`config.mk`:
```
export PLATFORM = sky130hd
export DESIGN_NAME = bridge_bus_io_window_secondary_status
export DESIGN_NICKNAME = d
export VERILOG_FILES = /design/src/design/bridge_cfg_pkg.sv /design/src/design/io_window_match.sv /design/src/design/bridge_bus_io_window_secondary_status.sv
export SDC_FILE = /design/constraint.sdc
export NUM_CORES = 1
export LEC_CHECK = 0
export BUFFER_PORTS_ARGS = -buffer_cell sky130_fd_sc_hd__buf_2
export CAP_MARGIN = 20
export CORE_MARGIN = 4
export CORE_UTILIZATION = 30
export CTS_CLUSTER_SIZE = 40
export DETAILED_ROUTE_END_ITERATION = 16
export SLEW_MARGIN = 25
export SYNTH_ARGS = -nofsm -noshare
export SYNTH_HDL_FRONTEND = slang
export SYNTH_SLANG_ARGS = --single-unit
export TNS_END_PERCENT = 20
```
`constraint.sdc`:
```
create_clock -name i_clk_sys -period 2.95 [get_ports i_clk_sys]
set_input_delay 0.59 -clock i_clk_sys [delete_from_list [all_inputs] [get_ports i_clk_sys]]
set_output_delay 0.59 -clock i_clk_sys [all_outputs]
set_load 0.01 [all_outputs]
```
`src/design/bridge_cfg_pkg.sv`:
```
/*
 * shared constants and carriers for the bridge bus number, i/o window and
 * secondary status block. assumes a 32-bit apb register bus.
 */
package bridge_cfg_pkg;

    // byte offsets on the apb bus
    localparam logic [11:0] OFF_BUS_NUM = 12'h018;
    localparam logic [11:0] OFF_IO_STS = 12'h01c;
    localparam logic [11:0] OFF_IO_UPPER = 12'h030;
    localparam logic [11:0] OFF_CTRL = 12'h03c;
    localparam logic [11:0] OFF_IRQ_STS = 12'h040;
    localparam logic [11:0] OFF_IRQ_MASK = 12'h044;

    // field positions
    localparam int SEC_BUS_LSB = 8;
    localparam int SUB_BUS_LSB = 16;
    localparam int LAT_TMR_LSB = 24;
    localparam int IO_BASE_LSB = 4;
    localparam int IO_LIMIT_LSB = 12;
    localparam int IO_BASE_CAP_LSB = 0;
    localparam int IO_LIMIT_CAP_LSB = 8;
    localparam int STS_PERR_BIT = 24;
    localparam int STS_ABORT_LSB = 27;
    localparam int CTRL_PERR_EN_BIT = 0;
    localparam int CTRL_SERR_EN_BIT = 1;

    // fixed field values
    localparam logic [7:0] LAT_TMR_VAL = 8'h00;
    localparam logic [3:0] IO_CAP_32BIT = 4'h1;
    localparam logic [11:0] IO_LOW_BASE = 12'h000;
    localparam logic [11:0] IO_LOW_LIMIT = 12'hfff;

    // reset values
    localparam logic [7:0] BUS_NUM_RST = 8'h00;
    localparam logic [3:0] IO_WIN_RST = 4'h0;
    localparam logic [15:0] IO_UPPER_RST = 16'h0000;

    // event index, shared by the secondary status and interrupt bits
    localparam int EV_PERR = 0;
    localparam int EV_SIG_CA = 1;
    localparam int EV_RX_CA = 2;
    localparam int EV_RX_UR = 3;
    localparam int EV_SERR = 4;
    localparam int EV_POISON = 5;
    localparam int EV_N = 6;
    // events whose status bit is write-one-to-clear in the status register
    localparam logic [EV_N-1:0] EV_W1C = 6'h31;
    localparam logic [EV_N-1:0] EV_NONE = 6'h00;

    typedef struct packed {
        logic [7:0] sec_bus;
        logic [7:0] sub_bus;
        logic [3:0] io_base;
        logic [3:0] io_limit;
        logic [15:0] io_base_hi;
        logic [15:0] io_limit_hi;
        logic perr_resp_en;
        logic serr_en;
        logic [EV_N-1:0] sts;
        logic [EV_N-1:0] irq_sts;
        logic [EV_N-1:0] irq_mask;
        logic [31:0] rdata;
        logic slverr;
        logic rd_ready;
        logic fwd_valid;
        logic fwd_hit;
    } bridge_state_s;

    localparam bridge_state_s STATE_RST = '{
        sec_bus: BUS_NUM_RST,
        sub_bus: BUS_NUM_RST,
        io_base: IO_WIN_RST,
        io_limit: IO_WIN_RST,
        io_base_hi: IO_UPPER_RST,
        io_limit_hi: IO_UPPER_RST,
        perr_resp_en: 1'b0,
        serr_en: 1'b0,
        sts: EV_NONE,
        irq_sts: EV_NONE,
        irq_mask: EV_NONE,
        rdata: 32'h0000_0000,
        slverr: 1'b0,
        rd_ready: 1'b0,
        fwd_valid: 1'b0,
        fwd_hit: 1'b0
    };

endpackage : bridge_cfg_pkg

```
`src/design/io_window_match.sv`:
```
/*
 * inclusive address range compare for the forwarded i/o window.
 * assumes bounds already assembled to full width by the caller.
 */
`timescale 1ns/10ps
module io_window_match #(
    parameter int AW = 32
) (
    input wire logic [AW-1:0] i_addr,
    input wire logic [AW-1:0] i_base,
    input wire logic [AW-1:0] i_limit,
    output logic o_hit
);

    // both bounds included
    // base above limit gives no hit, which closes the window
    assign o_hit = (i_addr >= i_base) && (i_addr <= i_limit);

endmodule : io_window_match

```
`src/design/bridge_bus_io_window_secondary_status.sv`:
```
/*
 * bus numbers, i/o window and secondary status of one bridge port,
 * reached over apb, with sticky event interrupt and window compare.
 * assumes event inputs are one-cycle pulses on i_clk_sys.
 */
// Added by the designer: the APB interface to the registers.
`timescale 1ns/10ps
// What this block does
// subordinate bus number byte at bits 23:16, software writes it, resets zero.
// secondary latency timer byte 31:24 reads zero, writes ignored.
// i/o base 3:0 and limit 11:8 read one, 32-bit i/o decode.
// i/o base 7:4 gives address 15:12 of window bottom, low bits zero.
// i/o limit 15:12 gives address 15:12 of window top, low bits ones.
// window address 31:16 comes from the upper base and limit registers.
// forward i/o request when address lies within base and limit, inclusive.
// status bits 21, 23, 26:25 read zero; 20:16, 22 reserved.
// bit 24 sets on secondary parity error when response enable set; w1c.
// bit 27 sets when port completes secondary request with completer abort.
// bit 28 sets on secondary completion received with completer abort.
// bit 29 sets on secondary completion received with unsupported request.
// bit 30 sets on sent error message while error report enabled; w1c.
// bit 31 sets on poisoned tlp received on secondary side; w1c.
// w1c bits clear only on written one; read-only flags never cleared.
// secondary bus number byte at bits 15:8, software writes it, resets zero.
module bridge_bus_io_window_secondary_status #(
    parameter int AW = 32
) (
    input wire logic i_clk_sys,
    input wire logic i_rst_n,
    input wire logic i_clk_en,
    input wire logic i_psel,
    input wire logic i_penable,
    input wire logic i_pwrite,
    input wire logic [11:0] i_paddr,
    input wire logic [31:0] i_pwdata,
    input wire logic [3:0] i_pstrb,
    output logic [31:0] o_prdata,
    output logic o_pready,
    output logic o_pslverr,
    input wire logic i_sec_parity_err,
    input wire logic i_sec_cpl_abort_sent,
    input wire logic i_sec_rx_cpl_abort,
    input wire logic i_sec_rx_cpl_ur,
    input wire logic i_err_msg_sent,
    input wire logic i_sec_rx_poisoned,
    input wire logic i_io_req_valid,
    input wire logic [AW-1:0] i_io_req_addr,
    output logic o_io_fwd_valid,
    output logic o_io_fwd_hit,
    output logic [7:0] o_sec_bus,
    output logic [7:0] o_sub_bus,
    output logic [AW-1:0] o_io_win_base,
    output logic [AW-1:0] o_io_win_limit,
    output logic o_irq
);

    bridge_cfg_pkg::bridge_state_s s_r;
    bridge_cfg_pkg::bridge_state_s s_nxt;

    logic [AW-1:0] win_base;
    logic [AW-1:0] win_limit;
    logic win_hit;
    logic [bridge_cfg_pkg::EV_N-1:0] ev;
    logic [bridge_cfg_pkg::EV_N-1:0] sts_clr;
    logic [bridge_cfg_pkg::EV_N-1:0] irq_clr;
    logic wr;
    logic addr_ok;
    logic [31:0] rd_word;
    logic [31:0] w_bus;
    logic [31:0] w_io;
    logic [31:0] w_up;
    logic [31:0] w_ctrl;
    logic [31:0] w_irqs;
    logic [31:0] w_mask;
    logic [31:0] lane_mask;

    // bottom, low twelve address bits zero
    // upper half from the upper base register
    // other widths than 32 zero-extend or drop the top of the assembled bound
    assign win_base = AW'({s_r.io_base_hi, s_r.io_base, bridge_cfg_pkg::IO_LOW_BASE});
    // top, low twelve address bits ones
    // upper half from the upper limit register
    assign win_limit = AW'({s_r.io_limit_hi, s_r.io_limit, bridge_cfg_pkg::IO_LOW_LIMIT});

    io_window_match #(
        .AW(AW)
    ) u_match (
        .i_addr(i_io_req_addr),
        .i_base(win_base),
        .i_limit(win_limit),
        .o_hit(win_hit)
    );

    // parity flag gated by response enable
    assign ev[bridge_cfg_pkg::EV_PERR] = i_sec_parity_err & s_r.perr_resp_en;
    // completer abort signalled
    assign ev[bridge_cfg_pkg::EV_SIG_CA] = i_sec_cpl_abort_sent;
    // completer abort received
    assign ev[bridge_cfg_pkg::EV_RX_CA] = i_sec_rx_cpl_abort;
    // unsupported request received
    assign ev[bridge_cfg_pkg::EV_RX_UR] = i_sec_rx_cpl_ur;
    // error message gated by report enable
    assign ev[bridge_cfg_pkg::EV_SERR] = i_err_msg_sent & s_r.serr_en;
    // poisoned tlp received
    assign ev[bridge_cfg_pkg::EV_POISON] = i_sec_rx_poisoned;

    // a write lands only on the edge that answers it, never twice in a stall
    assign wr = i_psel & i_penable & i_pwrite & s_r.rd_ready;

    // byte lanes that a write may touch
    always_comb begin
        lane_mask = {{8{i_pstrb[3]}}, {8{i_pstrb[2]}}, {8{i_pstrb[1]}}, {8{i_pstrb[0]}}};
    end

    // write data per register, zero when not addressed
    always_comb begin
        w_bus = 32'h0000_0000;
        w_io = 32'h0000_0000;
        w_up = 32'h0000_0000;
        w_ctrl = 32'h0000_0000;
        w_irqs = 32'h0000_0000;
        w_mask = 32'h0000_0000;
        if (wr) begin
            unique case (i_paddr)
                bridge_cfg_pkg::OFF_BUS_NUM: begin
                    w_bus = i_pwdata & lane_mask;
                end
                bridge_cfg_pkg::OFF_IO_STS: begin
                    w_io = i_pwdata & lane_mask;
                end
                bridge_cfg_pkg::OFF_IO_UPPER: begin
                    w_up = i_pwdata & lane_mask;
                end
                bridge_cfg_pkg::OFF_CTRL: begin
                    w_ctrl = i_pwdata & lane_mask;
                end
                bridge_cfg_pkg::OFF_IRQ_STS: begin
                    w_irqs = i_pwdata & lane_mask;
                end
                bridge_cfg_pkg::OFF_IRQ_MASK: begin
                    w_mask = i_pwdata & lane_mask;
                end
                default: begin
                end
            endcase
        end
    end

    // one clears, zero keeps; abort flags have no clear path
    always_comb begin
        sts_clr = bridge_cfg_pkg::EV_NONE;
        sts_clr[bridge_cfg_pkg::EV_PERR] = w_io[bridge_cfg_pkg::STS_PERR_BIT];
        sts_clr[bridge_cfg_pkg::EV_SERR] = w_io[bridge_cfg_pkg::STS_ABORT_LSB + 3];
        sts_clr[bridge_cfg_pkg::EV_POISON] = w_io[bridge_cfg_pkg::STS_ABORT_LSB + 4];
        sts_clr = sts_clr & bridge_cfg_pkg::EV_W1C;
        irq_clr = w_irqs[bridge_cfg_pkg::EV_N-1:0];
    end

    // address decode for the slave error answer
    always_comb begin
        unique case (i_paddr)
            bridge_cfg_pkg::OFF_BUS_NUM,
            bridge_cfg_pkg::OFF_IO_STS,
            bridge_cfg_pkg::OFF_IO_UPPER,
            bridge_cfg_pkg::OFF_CTRL,
            bridge_cfg_pkg::OFF_IRQ_STS,
            bridge_cfg_pkg::OFF_IRQ_MASK: begin
                addr_ok = 1'b1;
            end
            default: begin
                addr_ok = 1'b0;
            end
        endcase
    end

    // read mux; unlisted bits read zero
    always_comb begin
        rd_word = 32'h0000_0000;
        unique case (i_paddr)
            bridge_cfg_pkg::OFF_BUS_NUM: begin
                // secondary bus byte
                rd_word[bridge_cfg_pkg::SEC_BUS_LSB +: 8] = s_r.sec_bus;
                // subordinate bus byte
                rd_word[bridge_cfg_pkg::SUB_BUS_LSB +: 8] = s_r.sub_bus;
                // latency timer fixed
                rd_word[bridge_cfg_pkg::LAT_TMR_LSB +: 8] = bridge_cfg_pkg::LAT_TMR_VAL;
            end
            bridge_cfg_pkg::OFF_IO_STS: begin
                // R03 32-bit decode nibbles
                rd_word[bridge_cfg_pkg::IO_BASE_CAP_LSB +: 4] = bridge_cfg_pkg::IO_CAP_32BIT;
                rd_word[bridge_cfg_pkg::IO_LIMIT_CAP_LSB +: 4] = bridge_cfg_pkg::IO_CAP_32BIT;
                rd_word[bridge_cfg_pkg::IO_BASE_LSB +: 4] = s_r.io_base;
                rd_word[bridge_cfg_pkg::IO_LIMIT_LSB +: 4] = s_r.io_limit;
                // bits 23:16 and 26:25 stay zero
                rd_word[bridge_cfg_pkg::STS_PERR_BIT] = s_r.sts[bridge_cfg_pkg::EV_PERR];
                rd_word[bridge_cfg_pkg::STS_ABORT_LSB +: 5] = s_r.sts[bridge_cfg_pkg::EV_N-1:1];
            end
            bridge_cfg_pkg::OFF_IO_UPPER: begin
                rd_word = {s_r.io_limit_hi, s_r.io_base_hi};
            end
            bridge_cfg_pkg::OFF_CTRL: begin
                rd_word[bridge_cfg_pkg::CTRL_PERR_EN_BIT] = s_r.perr_resp_en;
                rd_word[bridge_cfg_pkg::CTRL_SERR_EN_BIT] = s_r.serr_en;
            end
            bridge_cfg_pkg::OFF_IRQ_STS: begin
                rd_word[bridge_cfg_pkg::EV_N-1:0] = s_r.irq_sts;
            end
            bridge_cfg_pkg::OFF_IRQ_MASK: begin
                rd_word[bridge_cfg_pkg::EV_N-1:0] = s_r.irq_mask;
            end
            default: begin
            end
        endcase
    end

    // next state
    always_comb begin
        s_nxt = s_r;
        // read data taken on the first enabled edge of a transfer so it leaves a flop;
        // a setup edge lost to a low clock enable is made up in the access phase
        if (i_psel && !s_r.rd_ready) begin
            s_nxt.rdata = i_pwrite ? 32'h0000_0000 : rd_word;
            s_nxt.slverr = ~addr_ok;
            s_nxt.rd_ready = 1'b1;
        end
        // the answered access frees the capture for the next setup
        if (o_pready) begin
            s_nxt.rd_ready = 1'b0;
        end
        // secondary bus byte write
        if (i_pstrb[1] && wr && i_paddr == bridge_cfg_pkg::OFF_BUS_NUM) begin
            s_nxt.sec_bus = w_bus[bridge_cfg_pkg::SEC_BUS_LSB +: 8];
        end
        // subordinate bus byte write
        if (i_pstrb[2] && wr && i_paddr == bridge_cfg_pkg::OFF_BUS_NUM) begin
            s_nxt.sub_bus = w_bus[bridge_cfg_pkg::SUB_BUS_LSB +: 8];
        end
        // base nibble write
        if (i_pstrb[0] && wr && i_paddr == bridge_cfg_pkg::OFF_IO_STS) begin
            s_nxt.io_base = w_io[bridge_cfg_pkg::IO_BASE_LSB +: 4];
        end
        // limit nibble write
        if (i_pstrb[1] && wr && i_paddr == bridge_cfg_pkg::OFF_IO_STS) begin
            s_nxt.io_limit = w_io[bridge_cfg_pkg::IO_LIMIT_LSB +: 4];
        end
        // upper halves, one lane at a time
        if (wr && i_paddr == bridge_cfg_pkg::OFF_IO_UPPER) begin
            s_nxt.io_base_hi = (s_r.io_base_hi & ~lane_mask[15:0]) | w_up[15:0];
            s_nxt.io_limit_hi = (s_r.io_limit_hi & ~lane_mask[31:16]) | w_up[31:16];
        end
        // parity response enable
        if (i_pstrb[0] && wr && i_paddr == bridge_cfg_pkg::OFF_CTRL) begin
            s_nxt.perr_resp_en = w_ctrl[bridge_cfg_pkg::CTRL_PERR_EN_BIT];
        end
        // error report enable
        if (i_pstrb[0] && wr && i_paddr == bridge_cfg_pkg::OFF_CTRL) begin
            s_nxt.serr_en = w_ctrl[bridge_cfg_pkg::CTRL_SERR_EN_BIT];
        end
        // mask only gates o_irq; status bits keep collecting events
        if (i_pstrb[0] && wr && i_paddr == bridge_cfg_pkg::OFF_IRQ_MASK) begin
            s_nxt.irq_mask = w_mask[bridge_cfg_pkg::EV_N-1:0];
        end
        // set wins over a clear in the same cycle
        s_nxt.sts = (s_r.sts & ~sts_clr) | ev;
        s_nxt.irq_sts = (s_r.irq_sts & ~irq_clr) | ev;
        // compare result registered one cycle after the request
        s_nxt.fwd_valid = i_io_req_valid;
        s_nxt.fwd_hit = i_io_req_valid & win_hit;
    end

    // clock enable low freezes every flop
    always_ff @(posedge i_clk_sys or negedge i_rst_n) begin
        if (!i_rst_n) begin
            s_r <= bridge_cfg_pkg::STATE_RST;
        end else if (i_clk_en) begin
            s_r <= s_nxt;
        end
    end

    // access phase completes only on an enabled edge after the read data was taken;
    // a frozen clock only stretches the access phase, nothing is lost
    assign o_pready = i_psel & i_penable & i_clk_en & s_r.rd_ready;
    assign o_prdata = s_r.rdata;
    assign o_pslverr = s_r.slverr & o_pready;

    assign o_io_fwd_valid = s_r.fwd_valid;
    assign o_io_fwd_hit = s_r.fwd_hit;
    assign o_sec_bus = s_r.sec_bus;
    assign o_sub_bus = s_r.sub_bus;
    assign o_io_win_base = win_base;
    assign o_io_win_limit = win_limit;
    // level interrupt from unmasked sticky bits
    assign o_irq = |(s_r.irq_sts & s_r.irq_mask);

endmodule : bridge_bus_io_window_secondary_status

```
[Word-level counts from Yosys, hierarchy flattened]
Index checks and enable logic that the tools add are counted.
Word-level totals
  bits in registers: 112
  input port bits: 93
  output and inout port bits: 117
  logic and storage cells: 97
Cells by class
  magnitude comparators: 2
  equal/unequal tests: 6
  muxes and demuxes: 24
  bitwise logic cells: 24
  reduce and logical (&&, ||, !) cells: 25
Operators by type and width (number)
  $mux W32: 5
  $mux W24: 2
  $and A16 B16 Y16: 2
  $and A32 B32 Y32: 1
  $ge A32 B32 Y1: 1
  $le A32 B32 Y1: 1
  $not A16 Y16: 2
  $or A16 B16 Y16: 2
  $eq A12 B5 Y1 const B: 2
  $eq A12 B6 Y1 const B: 2
  $eq A12 B7 Y1 const B: 2
  $mux W6: 4
  $pmux W8 S3: 1
  $and A6 B6 Y6: 3
  $reduce_and A2 Y1: 9
  $pmux W4 S4: 1
  $pmux W8 S2: 1
  $logic_and A1 B1 Y1: 12
  $not A6 Y6: 2
  $or A6 B6 Y6: 2
  $reduce_or A6 Y1: 2
  $pmux W2 S5: 1
  $pmux W5 S2: 1
  $and A1 B1 Y1: 9
  other kinds (7): 11

[Longest topological paths before layout]
  depth in word-level cells: 7
  mapped depth: 9

[Hierarchy]
From an unflattened synthesis, not the netlist that was laid out.
Second synthesis, totals
  cells, all modules: 746
  area total of the unflattened synthesis: 7354.6 um^2
By module, submodules not included
  bridge_bus_io_window_secondary_status: instances 1, cells an instance 520, area each 5750.5 um^2, seq. area each 2802.7 um^2
  io_window_match: instances 1, cells an instance 226, area each 1604.0 um^2, seq. area each 0.0 um^2

[Worst setup path before layout]
Ideal clock, no wire load.
  kind: input to register
  from: input port i_paddr[7]
  to: register s_r (netlist bit o_sec_bus[0])
  library setup time: 0.127 ns
  arrival time: 2.408 ns
  path slack: 0.415 ns
  cell stages on the path: 6
  cell sequence: or4_4 > or4_4 > nor2_8 > and3_1 > buf_6 > mux2_1
Between the ends
  longest elaborated chain between the ends: 3
  elaborated cells between the ends (all ways): 5
RTL lines
  start, declared: line bridge_bus_io_window_secondary_status.sv:34  | input wire logic [11:0] i_paddr,
  $eq A12 B5 Y1 (*): line bridge_bus_io_window_secondary_status.sv:124, bridge_bus_io_window_secondary_status.sv:231
  $mux W24 / $logic_and A1 B1 Y1 (equally long branches): line bridge_bus_io_window_secondary_status.sv:124, bridge_bus_io_window_secondary_status.sv:231
  $mux W24 / $reduce_and A2 Y1 (equally long branches)
  end signal, assigned: line bridge_bus_io_window_secondary_status.sv:274  | s_r <= bridge_cfg_pkg::STATE_RST;
  end signal, assigned: line bridge_bus_io_window_secondary_status.sv:276  | s_r <= s_nxt;
  end, declared: line bridge_bus_io_window_secondary_status.sv:57  | bridge_cfg_pkg::bridge_state_s s_r;
Mark *: on every way between the ends. The rest lies on a longest branch, timed or not.
A chain may end at the register's enable or synchronous reset.

[Worst setup path in the final report]
  from: input port i_paddr[7]
  to: register s_r (netlist bit o_sec_bus[3])
Same word-level chain as after synthesis.

==> run metrics <==
Synth Warn #=0; Startpoint Class=input pin; Syn-to-layout area delta=13.7%; clk buf depth=2; post-synthesis mux area share=7.04%; synthesized area=0.00655 mm2; Reg area=0.00280 mm2; Largest stage delay, worst path=560 ps; highest-count cells in the layout ignoring fill and taps=184 x buf_2, 112 x dfrtp_1, 78 x nand2_1; CP max-delay cell=or4_4; layout net count=890; Worst Skew=6.70 ps; Post-Route WL=19900 um; met3 Use GR=3.58%; first-pass GRT wire length=29900 um; die area=0.0243 mm2; number of synthesized flops with an enable pin=0; sequential power share=49.3%; Synth Area in Simple Gates=11.4%; Leak Pwr=3.79 nW; fillers=2234; first-pass iteration count of the detailed router=5; flop2flop setup slack=630 ps; core footprint=0.0213 mm2; Sw Ratio=23.7%; Tcrit/Tclk final=84.0%; post-route ant nets=0; Post-CTS Hold Fix Bufs=0; met1 Use GR=22.8%; row count=53; fin. max-slew vios=0; Ports=210; Least-Margin Pin Slew=731 ps; Synth Area in XOR/XNOR=0%; crit-path cells=buf_2 > or4_4 > or4_4 > nor2_8 > and3_1 > mux2_1; Clk Latency, worst-skew pair=360 ps; Avg WL per Cell=19.2 um; multi-input logic area=0.00273 mm2; share of cells above drive strength 1=33.2%; Hold WC Path Type=in2async; Slew headroom=50.8%; max cap viols=0; post-route setup slack=471 ps; Seq/Total Area, Yosys=42.8%; CTS HTree Levels=3; clock-pin transition on the worst setup and hold timing paths=70 ps; largest family of logic cells by synthesized area=buffers and inverters; post-cts resize count=0; GR Util met2=25.0%; Net Switching=0.746 mW; final setup vio count=0; grt peak-use layer=met2; CP max FO=8; crit path DAT=2720 ps; Post-CTS Repair Setup Buffers=0; P per Cell Area=422 mW/mm2; final RePlAce weighted congestion=0.852; setup TNS=0 ps; Final min period=2480 ps; synthesized flop and latch total=112; CTS tree=done; HPWL after DPL=16100 um; worst vdd ir=245 uV; clock power share=43.1%; CTS buffer count=9; Cell variety after synth=49; Crit. End Element=register; Int Pwr=2.40 mW; final hold slack=282 ps; Synth Area in Adders=7.64%; most repeated library cell on the critical path=or4_4; Total Routing Usage GR=16.1%; DR iter-0 viols=304; ant diodes=0; Gate Count Post-Synth=656; Die Wd=156 um; die height=156 um; CTS Root Cell=clkbuf_16; R2R cell count=8; total clock sinks=112; Vias=4986; Final Hold Viols=0; RSZ-0062 raised after global routing=false; Synth Area per Inst=9.99 um2; count of buffers from port buffering=185; overall power=3.14 mW; GRT Residual Overflow=0; Setup WS pre-CTS=81.5 ps; Synth async-reset ratio=100%; Max Freq=403 MHz; Critical Path RT=3190 ps; Synth Area in Compound Gates=14.0%; main flop type after synthesis=dfrtp_1; DRC=0; status=finished, final reports clean; via density per instance=4.81; largest net degree at the start of global routing=56; combinational fraction of design power=7.6%; most common cell after layout, fill and taps aside=buf_2; initial antenna violation count=0; vias in the first global route=4950; Initial Utilization=30.8%; kind of critical path=in2reg
[state kept, by name, summed over array words and instances, names as in the netlist]
name and flops:
o_io_fwd_hit 1, o_io_win_base 20, o_prdata 32, o_io_fwd_valid 1
o_sub_bus 8, s_r 22, o_io_win_limit 20, o_sec_bus 8
[stage by stage]
step | utilization [%] | instance area [um2] | instances
final | 35.0 | 7450 | 1037
after global routing | 35.0 | 7450 | 1037
after CTS | 35.0 | 7450 | 1037
after detailed placement | 33.5 | 7130 | 1021
after global placement | 33.5 | 7130 | 1021
after floorplan | - | 6640 | 678
[power groups by stage]
| stage | logic (mW) | clock network (mW) | registers, mW |
|---|---|---|---|
| 6_report | 0.238 | 1.35 | 1.55 |
| 5_1_grt | 0.271 | 1.44 | 1.55 |
| 4_1_cts | 0.243 | 1.38 | 1.55 |
| 3_5_place_dp | 0.242 | 0 | 1.58 |
| 3_3_place_gp | 0.240 | 0 | 1.58 |
| 2_1_floorplan | 0.107 | 0 | 1.58 |
[cell usage after synthesis (2+ instances only)]
| master | count | area [um2] |
|---|---|---|
| or3_1 | 3 | 18.8 |
| inv_1 | 43 | 161 |
| nand3_1 | 5 | 25.0 |
| ha_1 | 40 | 500 |
| a221oi_1 | 6 | 52.6 |
| nor3_1 | 5 | 25.0 |
| mux2_1 | 16 | 180 |
| nor2_1 | 9 | 33.8 |
| a22oi_1 | 24 | 180 |
| and2_1 | 3 | 18.8 |
| a222oi_1 | 6 | 60.1 |
| or4_1 | 2 | 15.0 |
| o21ai_0 | 57 | 285 |
| o221ai_1 | 2 | 17.5 |
| buf_4 | 113 | 848 |
| a22o_1 | 7 | 61.3 |
| dfrtp_1 | 112 | 2800 |
| clkbuf_1 | 12 | 45.0 |
| and3_1 | 8 | 50.1 |
| or4_4 | 2 | 22.5 |
| a211oi_1 | 2 | 15.0 |
| nor4_1 | 2 | 12.5 |
| mux2_2 | 25 | 282 |
| a32o_1 | 6 | 60.1 |
| buf_2 | 7 | 35.0 |
| nand2_1 | 78 | 293 |
| and4_1 | 3 | 26.3 |
| conb_1 | 2 | 7.51 |
| a21oi_1 | 18 | 90.1 |
| nand3b_1 | 3 | 22.5 |
| nor2_4 | 2 | 22.5 |
| nand4_1 | 10 | 62.6 |
| nand3_2 | 2 | 20.0 |
| a21o_1 | 5 | 37.5 |
| buf_6 | 2 | 22.5 |
[worst paths after layout]
| path | startpoint | end |
|---|---|---|
| max | i_paddr[7] | o_sec_bus[3] |
| min | i_rst_n | o_prdata[7] |
| max reg2reg | o_io_win_limit[15] | o_io_fwd_hit |
| min reg2reg | s_r[51] | s_r[51] |
| max in group asynchronous | i_rst_n | o_sub_bus[6] |
| min in group i_clk_sys | i_pwdata[21] | o_sub_bus[5] |
[metal layers]
| metal | share of wire (%) | up-vias |
|---|---|---|
| li1 | - | 2376 |
| met1 | 46 | 2407 |
| met5 | 0 | - |
| met4 | 1.3 | 0 |
| met2 | 46 | 185 |
| met3 | 6.7 | 18 |
[worst max-delay path: cells and delay by family]
family        cells  cell delay, ps
simple gates      4            1660
mux               1             370
buf+inv           1             100
[logic make-up (layout without fill, tap and decap cells)]
| logic type | after synthesis | after routing |
|---|---|---|
| AND/OR/NAND/NOR | 144 | 144 |
| other | 2 | 24 |
| multiplexers | 41 | 41 |
| flip-flops | 112 | 112 |
| adder cells (fa/ha/maj) | 40 | 40 |
| AO/OA/AOI/OAI | 140 | 140 |
| buffers and inverters | 177 | 261 |
[area by class of cell]
type / instances / share of cell area [%]
tap: 275 / 4.62
multi-input combinational: 389 / 36.6
sequential: 112 / 37.6
timing repair buffer: 202 / 14.7
clock buffer: 11 / 3.26
inverter: 43 / 2.17
clock inverter: 5 / 1.07
Note: power is estimated with default switching activity, not from simulation.
